$ cat src/verilog/spio_map.vh
// register map, field layout and reset values of the shared parallel i/o ports
//
// Functional notes
// - driving enabled peripheral disables port driver
// - idle enabled peripheral leaves pin to port
// - direction bit one means input
// - reset makes every implemented pin input
// - latch reads latch, writes update latch
// - pin register reads pins, writes latch
// - unimplemented bits disabled and read zero
// - input-only shared pin acts as dedicated
// - peripheral wins data and enable multiplexers
// - analog-configured pins read as zero
// - registers at even word addresses, except port b latch at odd 02cb
// - direction resets to implemented-bit mask
// - pin-read and latch reset to zero
`ifndef SPIO_MAP_VH
`define SPIO_MAP_VH

// ------------------------------------------------------------
// widths
// ------------------------------------------------------------
`define SPIO_ADDR_W 16
`define SPIO_DATA_W 16
`define SPIO_PORT_W 16

// ------------------------------------------------------------
// register offsets
// ------------------------------------------------------------
`define SPIO_OFF_DIR_A 16'h02c0
`define SPIO_OFF_PINS_A 16'h02c2
`define SPIO_OFF_LATCH_A 16'h02c4
`define SPIO_OFF_DIR_B 16'h02c6
`define SPIO_OFF_PINS_B 16'h02c8
`define SPIO_OFF_LATCH_B 16'h02cb
`define SPIO_OFF_ANALOG_A 16'h02f0
`define SPIO_OFF_ANALOG_B 16'h02f2

// ------------------------------------------------------------
// reset values and implemented-bit masks
// ------------------------------------------------------------
`define SPIO_IMPL_A 16'hc600
`define SPIO_IMPL_B 16'hffff
`define SPIO_RST_DIR_A 16'hc600
`define SPIO_RST_DIR_B 16'hffff
`define SPIO_RST_PINS 16'h0000
`define SPIO_RST_LATCH 16'h0000
`define SPIO_RST_ANALOG 16'h0000
`define SPIO_RD_IDLE 16'h0000

`endif

$ cat src/verilog/spio_pad_mux.v
// per-pin output data and output-enable multiplexers between port and peripheral
`timescale 1ns/1ns
module spio_pad_mux #(
  parameter WIDTH = 16
) (
  input wire [WIDTH-1:0] dir,
  input wire [WIDTH-1:0] latch,
  input wire [WIDTH-1:0] impl_mask,
  input wire [WIDTH-1:0] periph_mask,
  input wire [WIDTH-1:0] periph_en,
  input wire [WIDTH-1:0] periph_oe,
  input wire [WIDTH-1:0] periph_out,
  output wire [WIDTH-1:0] pad_out,
  output wire [WIDTH-1:0] pad_oe
);

  genvar i;

  generate
    for (i = 0; i < WIDTH; i = i + 1) begin : g_pin
      wire periph_owns;
      wire port_oe;
      // input-only sharers have no mask bit, so they never take the pad
      assign periph_owns = periph_mask[i] & periph_en[i] & periph_oe[i];
      assign port_oe = impl_mask[i] & ~dir[i];
      assign pad_out[i] = periph_owns ? periph_out[i] : latch[i];
      assign pad_oe[i] = periph_owns ? impl_mask[i] : port_oe;
    end
  endgenerate

endmodule

$ cat src/verilog/spio_top.v
// shared parallel i/o ports a and b: register file, pin synchroniser and pad drive
`timescale 1ns/1ns
`include "spio_map.vh"
module spio_top #(
  parameter NPORTS = 2,
  parameter [NPORTS*16-1:0] IMPL_MASK = {`SPIO_IMPL_B, `SPIO_IMPL_A},
  parameter [NPORTS*16-1:0] DIR_RESET = {`SPIO_RST_DIR_B, `SPIO_RST_DIR_A},
  parameter [NPORTS*16-1:0] PERIPH_MASK = {16'hffff, 16'hffff}
) (
  input wire CLK_SYS,
  input wire RST,
  input wire CE,
  input wire [`SPIO_ADDR_W-1:0] ADDR,
  input wire [`SPIO_DATA_W-1:0] WR_DATA,
  input wire WR_EN,
  input wire RD_EN,
  output wire [`SPIO_DATA_W-1:0] RD_DATA,
  input wire [NPORTS*16-1:0] PAD_IN,
  output wire [NPORTS*16-1:0] PAD_OUT,
  output wire [NPORTS*16-1:0] PAD_OE,
  input wire [NPORTS*16-1:0] PERIPH_EN,
  input wire [NPORTS*16-1:0] PERIPH_OE,
  input wire [NPORTS*16-1:0] PERIPH_OUT
);

  // ------------------------------------------------------------
  // address decode helpers
  // ------------------------------------------------------------
  function hit;
    input [`SPIO_ADDR_W-1:0] a;
    input [`SPIO_ADDR_W-1:0] off;
    input stb;
    begin
      hit = stb & (a == off);
    end
  endfunction

  function [`SPIO_ADDR_W-1:0] off_of;
    input integer port;
    input integer kind;
    begin
      off_of = 16'h0000;
      case (kind)
        0: off_of = (port == 0) ? `SPIO_OFF_DIR_A : `SPIO_OFF_DIR_B;
        1: off_of = (port == 0) ? `SPIO_OFF_PINS_A : `SPIO_OFF_PINS_B;
        2: off_of = (port == 0) ? `SPIO_OFF_LATCH_A : `SPIO_OFF_LATCH_B;
        3: off_of = (port == 0) ? `SPIO_OFF_ANALOG_A : `SPIO_OFF_ANALOG_B;
        default: off_of = 16'h0000;
      endcase
    end
  endfunction

  localparam KIND_DIR = 0;
  localparam KIND_PINS = 1;
  localparam KIND_LATCH = 2;
  localparam KIND_ANALOG = 3;

  // ------------------------------------------------------------
  // state
  // ------------------------------------------------------------
  reg [NPORTS*16-1:0] dir_ff;
  reg [NPORTS*16-1:0] latch_ff;
  reg [NPORTS*16-1:0] analog_ff;
  reg [NPORTS*16-1:0] sync1_ff;
  reg [NPORTS*16-1:0] sync2_ff;
  reg [NPORTS*16-1:0] pad_out_ff;
  reg [NPORTS*16-1:0] pad_oe_ff;
  reg [`SPIO_DATA_W-1:0] rd_data_ff;

  wire [NPORTS*16-1:0] nxt_dir;
  wire [NPORTS*16-1:0] nxt_latch;
  wire [NPORTS*16-1:0] nxt_analog;
  wire [NPORTS*16-1:0] nxt_pad_out;
  wire [NPORTS*16-1:0] nxt_pad_oe;
  wire [NPORTS*16-1:0] pin_view;
  wire [NPORTS*16-1:0] rd_word;
  wire [NPORTS-1:0] rd_hit;
  reg [`SPIO_DATA_W-1:0] nxt_rd_data;

  assign RD_DATA = rd_data_ff;
  assign PAD_OUT = pad_out_ff;
  assign PAD_OE = pad_oe_ff;

  // ------------------------------------------------------------
  // per-port register behaviour
  // ------------------------------------------------------------
  genvar p;

  generate
    for (p = 0; p < NPORTS; p = p + 1) begin : g_port
      wire [15:0] impl;
      wire wr_dir;
      wire wr_pins;
      wire wr_latch;
      wire wr_analog;
      wire hit_dir;
      wire hit_pins;
      wire hit_latch;
      wire hit_analog;

      assign impl = IMPL_MASK[p*16 +: 16];

      assign wr_dir = hit(ADDR, off_of(p, KIND_DIR), WR_EN);
      assign wr_pins = hit(ADDR, off_of(p, KIND_PINS), WR_EN);
      assign wr_latch = hit(ADDR, off_of(p, KIND_LATCH), WR_EN);
      assign wr_analog = hit(ADDR, off_of(p, KIND_ANALOG), WR_EN);
      assign hit_dir = hit(ADDR, off_of(p, KIND_DIR), RD_EN);
      assign hit_pins = hit(ADDR, off_of(p, KIND_PINS), RD_EN);
      assign hit_latch = hit(ADDR, off_of(p, KIND_LATCH), RD_EN);
      assign hit_analog = hit(ADDR, off_of(p, KIND_ANALOG), RD_EN);

      // unimplemented bits cannot be set, so they stay zero for good
      assign nxt_dir[p*16 +: 16] = wr_dir ? (WR_DATA & impl) : dir_ff[p*16 +: 16];
      // a write to the pin register lands in the latch
      assign nxt_latch[p*16 +: 16] = (wr_latch | wr_pins) ? (WR_DATA & impl) :
                                     latch_ff[p*16 +: 16];
      assign nxt_analog[p*16 +: 16] = wr_analog ? (WR_DATA & impl) : analog_ff[p*16 +: 16];

      // analog pins read low whatever the pad level
      assign pin_view[p*16 +: 16] = sync2_ff[p*16 +: 16] & impl & ~analog_ff[p*16 +: 16];

      assign rd_hit[p] = hit_dir | hit_pins | hit_latch | hit_analog;
      assign rd_word[p*16 +: 16] = hit_dir ? dir_ff[p*16 +: 16] :
                                   hit_pins ? pin_view[p*16 +: 16] :
                                   hit_latch ? latch_ff[p*16 +: 16] :
                                   hit_analog ? analog_ff[p*16 +: 16] :
                                   `SPIO_RD_IDLE;

      spio_pad_mux #(
        .WIDTH(16)
      ) u_pad_mux (
        .dir(dir_ff[p*16 +: 16]),
        .latch(latch_ff[p*16 +: 16]),
        .impl_mask(impl),
        .periph_mask(PERIPH_MASK[p*16 +: 16]),
        .periph_en(PERIPH_EN[p*16 +: 16]),
        .periph_oe(PERIPH_OE[p*16 +: 16]),
        .periph_out(PERIPH_OUT[p*16 +: 16]),
        .pad_out(nxt_pad_out[p*16 +: 16]),
        .pad_oe(nxt_pad_oe[p*16 +: 16])
      );
    end
  endgenerate

  // ------------------------------------------------------------
  // read data mux
  // ------------------------------------------------------------
  integer k;

  always @* begin
    nxt_rd_data = `SPIO_RD_IDLE;
    // unmapped addresses and idle cycles answer zero
    for (k = 0; k < NPORTS; k = k + 1) begin
      if (rd_hit[k]) begin
        nxt_rd_data = rd_word[k*16 +: 16];
      end
    end
  end

  // ------------------------------------------------------------
  // registers
  // ------------------------------------------------------------
  always @(posedge CLK_SYS or posedge RST) begin
    if (RST) begin
      dir_ff <= DIR_RESET;
      latch_ff <= {NPORTS{`SPIO_RST_LATCH}};
      analog_ff <= {NPORTS{`SPIO_RST_ANALOG}};
      sync1_ff <= {NPORTS{`SPIO_RST_PINS}};
      sync2_ff <= {NPORTS{`SPIO_RST_PINS}};
      pad_out_ff <= {NPORTS{16'h0000}};
      pad_oe_ff <= {NPORTS{16'h0000}};
      rd_data_ff <= `SPIO_RD_IDLE;
    end else if (CE) begin
      dir_ff <= nxt_dir;
      latch_ff <= nxt_latch;
      analog_ff <= nxt_analog;
      // pads are asynchronous to the core clock
      sync1_ff <= PAD_IN;
      sync2_ff <= sync1_ff;
      // one flop of latency on the pads keeps outputs glitch free
      pad_out_ff <= nxt_pad_out;
      pad_oe_ff <= nxt_pad_oe;
      rd_data_ff <= nxt_rd_data;
    end
  end

endmodule

$ cat config.mk
export PLATFORM = sky130hd
export DESIGN_NAME = spio_top
export DESIGN_NICKNAME = d
export VERILOG_FILES = /design/src/verilog/spio_pad_mux.v /design/src/verilog/spio_top.v
export VERILOG_INCLUDE_DIRS = /design/src /design/src/verilog
export SDC_FILE = /design/constraint.sdc
export NUM_CORES = 1
export LEC_CHECK = 0
export CAP_MARGIN = 20
export CORE_MARGIN = 1.5
export CORE_UTILIZATION = 45
export DETAILED_ROUTE_END_ITERATION = 16
export DONT_BUFFER_PORTS = 1
export GPL_ROUTABILITY_DRIVEN = 0
export HOLD_SLACK_MARGIN = 0.06
export PLACE_DENSITY = 0.72
export SYNTH_ARGS = -nofsm -noshare
export SYNTH_HDL_FRONTEND = slang
export SYNTH_HIERARCHICAL = 1
export SYNTH_SLANG_ARGS = --single-unit
export TNS_END_PERCENT = 20
$ cat constraint.sdc
create_clock -name CLK_SYS -period 10.1 [get_ports CLK_SYS]
set_clock_uncertainty 0.2 [all_clocks]
set_input_delay 0.505 -clock CLK_SYS [delete_from_list [all_inputs] [get_ports CLK_SYS]]
set_output_delay 0.505 -clock CLK_SYS [all_outputs]
set_load 0.05 [all_outputs]
==> results.md <==
* Status: finished clean
* Post-synthesis sequential area ratio at around 52%
* Rel. slew slack at 27.76%
* WP data required at 10.22 ns
* Final WL at roughly 20 mm
* Layout cells sized above 1 at a little under two fifths
* Syn-to-layout area delta at 17.85%
* Switching Share at 27.31%
* Port bufs at 0
* Syn Area/Cell at 13.14 um^2
* Synth Cell Area at 0.008740 mm^2
* Most used DFF post-synth: dfrtp_1
* DR WL/cell at 19.04 um
* Max-cap viol count at 0
* GRT Residual Overflow at 0
* DRT Pass-1 Iters at 4
* Synth area leader: dfrtp_1
* Post-synth EDFFs at 0
* Crit. End Element: register
* H-tree levels at 4
* Sequential Power Share at 51.4%
* Clock Power Share at 41.0%
* Final period utilization at 24.28%
* CTS tree: yes
* DR vias/cell at 5.312
* Antenna viol nets, final at 0
* Largest net degree at the start of global routing at 116
* Fin. max-slew vios at 0
* Top post-synthesis cells by area: dfrtp_1 (46%), mux2_2 (21%), dfstp_2 (6.0%), mux2_4 (5.5%), nand3_2 (3.7%)
* DP Area at 0.009259 mm^2
* Pint at 0.001232 W
* Initial antenna violation count at 4
* Critical Path Fanout Max at 16
* Hold/Removal Path Class: input port to register
* Sink Count at between 150 and 200
* Worst Path Arrival at 2.57 ns
* Post-CTS resize count at 0
* Post-layout instance area at 0.01030 mm^2
* Setup CP Type: input port to register
* Comb power frac at 7.6%
* Maximum VDD drop at 0.1162 mV
* Reg2Reg Setup Slack at approximately 8.6 ns
* Hold Vio Cnt, Final at 0
* Detailed Route Iter0 Violations at about 240
* Leak at 4.571 nW
* # rows at 50
* Initial Utilization at 46.26%
* CTS root buf: clkbuf_16
* Worst slew pin tran at approximately 1.1 ns
* HPWL Detailed at 13.12 mm
* First-pass GRT wire length at 31.15 mm
* Post-synth top area share at between 40% and 50%
* # setup viols final at 0
* Die area at roughly 0.020 mm^2
* Minimum clock period at 2.452 ns
* Post-Syn Instances at 665
* Vias at 5588
* Final net count at between 900 and 1000
* CP Launch Type: input port
* Max clock buf depth at 2
* Setup TNS at 0 ns
* Clock latency on the worst-skew pair at 0.43 ns
* Sw Pwr at 0.0004628 W
* I/O pin cnt at 245
* DRC Markers at 0
* Clock Pin Slew Worst Setup and Hold Paths at about 0.07 ns
* Yosys reg bits at 180
* Unique masters post-synth at 52
* Max Freq at 407.8 MHz
* Ys Warns at 6
* Fillers at 1614
* Chip Width at 142.4 um
* Die Height at around 140 um
* Async set or reset register ratio after synthesis at 100.0%
* PwrDens at 164.5 mW/mm^2
* CTS Buf Count at 17
* RSZ-0062 raised after global routing: no
* Core area at 0.01889 mm^2
* GR Util All Layers at 20.26%
* Vias in the first global route at 5543
[worst paths after layout]
path,from,end,depth (start not counted)
max,ADDR[2],latch_ff[27]$_DFFE_PP0P_,4
min,CE,RD_DATA[12]$_DFFE_PP0P_,2
max reg2reg,analog_ff[18]$_DFFE_PP0P_,RD_DATA[2]$_DFFE_PP0P_,4
min reg2reg,sync1_ff[10]$_DFFE_PP0P_,sync2_ff[10]$_DFFE_PP0P_,2
max in group asynchronous,RST,PAD_OUT[21]$_DFFE_PP0P_,3
min in group asynchronous,RST,PAD_OE[15]$_DFFE_PP0P_,2
[critical path, stage by stage]
cell and delay [ns]:
nor4b_4 0.92, nor2_1 0.19, nor2_4 0.52, mux2_2 0.41
[power groups by stage]
| stage | Sequential (W) | Clock (W) | Combinational (W) |
|---|---|---|---|
| 4_1_cts | 0.000872 | 0.000710 | 0.000130 |
| 6_report | 0.000871 | 0.000694 | 0.000129 |
| 5_1_grt | 0.000878 | 0.000742 | 0.000144 |
| 3_3_place_gp | 0.000885 | 0 | 0.000101 |
| 3_5_place_dp | 0.000886 | 0 | 0.000104 |
| 2_1_floorplan | 0.000874 | 0 | 0.000102 |
[area by class of cell]
class | instances | area, um^2 | area share, %
Multi-Input combinational cell | 524 | 4337 | 42.10
Antenna cell | 2 | 5.005 | 0.04859
Tap cell | 260 | 325.3 | 3.158
Clock inverter | 14 | 177.7 | 1.725
Inverter | 12 | 52.55 | 0.5102
Sequential cell | 180 | 4529 | 43.97
Clock buffer | 18 | 439.2 | 4.264
Timing Repair Buffer | 42 | 434.2 | 4.215
[repair_timing]
item                      4_1_cts  5_1_grt
hold endpoints to repair      272        0
buffers inserted                0        0
hold buffers                   39        0
[synthesized netlist by cell type, types with 3 or more instances]
master / count
a21oi_1: 19
nand2b_1: 24
a21o_1: 3
nand3_2: 32
a31oi_1: 4
inv_1: 12
a221oi_1: 12
nand4_1: 5
nor3_1: 3
dfstp_2: 20
nor2_1: 9
clkbuf_1: 21
and3_1: 3
nand2_1: 22
dfrtp_1: 160
mux2_4: 32
buf_2: 10
mux2_2: 161
nand3_1: 6
nor4_1: 3
a21boi_0: 32
o31ai_1: 14
o21ai_0: 23
[flip-flops by register name (all words and copies together) (netlist names)]
signal	cells
latch_ff	20
sync1_ff	20
analog_ff	20
PAD_OE	32
PAD_OUT	32
sync2_ff	20
dir_ff	20
RD_DATA	16
[metal layers]
metal	up-vias	wire [um]	GRT usage, %
met5	-	23	0
met4	4	341	7.434
met3	25	1561	6.528
met2	199	9583	32.09
met1	2766	8515	26.02
li1	2594	-	-
[stage by stage]
step / worst slack [ns] / total power, W / hold slack (ns) / util, % / std cells
floorplan: 4.541 / 0.0009767 / 0.2492 / - / 751
global placement: 7.187 / 0.0009861 / 0.2581 / 49.01 / 978
detailed placement: 7.154 / 0.0009905 / 0.2738 / 49.01 / 978
CTS: 7.537 / 0.001712 / 0.06427 / 54.43 / 1049
global route: 7.480 / 0.001764 / 0.07756 / 54.50 / 1051
finish: 7.648 / 0.001694 / 0.08773 / 54.52 / 1052
[cells in the final DEF, fill, tap and decap left out, types with 4 or more instances in the layout]
cell type,n
mux2_2,161
dfrtp_1,160
conb_1,88
dlygate4sd3_1,38
nand3_2,32
mux2_4,32
a21boi_0,32
nand2b_1,24
o21ai_0,23
nand2_1,22
dfstp_2,20
a21oi_1,19
clkbuf_16,17
o31ai_1,14
a221oi_1,12
inv_1,11
nor2_1,9
nand3_1,6
nand4_1,5
a31oi_1,4
[cell families after synthesis]
logic type | after synthesis | synth area share, %
XOR/XNOR | 1 | 0.1002
AND/OR/NAND/NOR | 127 | 10.49
AO/OA/AOI/OAI | 114 | 8.790
other | 2 | 0.08593
multiplexers | 194 | 26.36
buffers and inverters | 47 | 2.348
flip-flops | 180 | 51.83
Note: power is estimated with default switching activity, not from simulation.
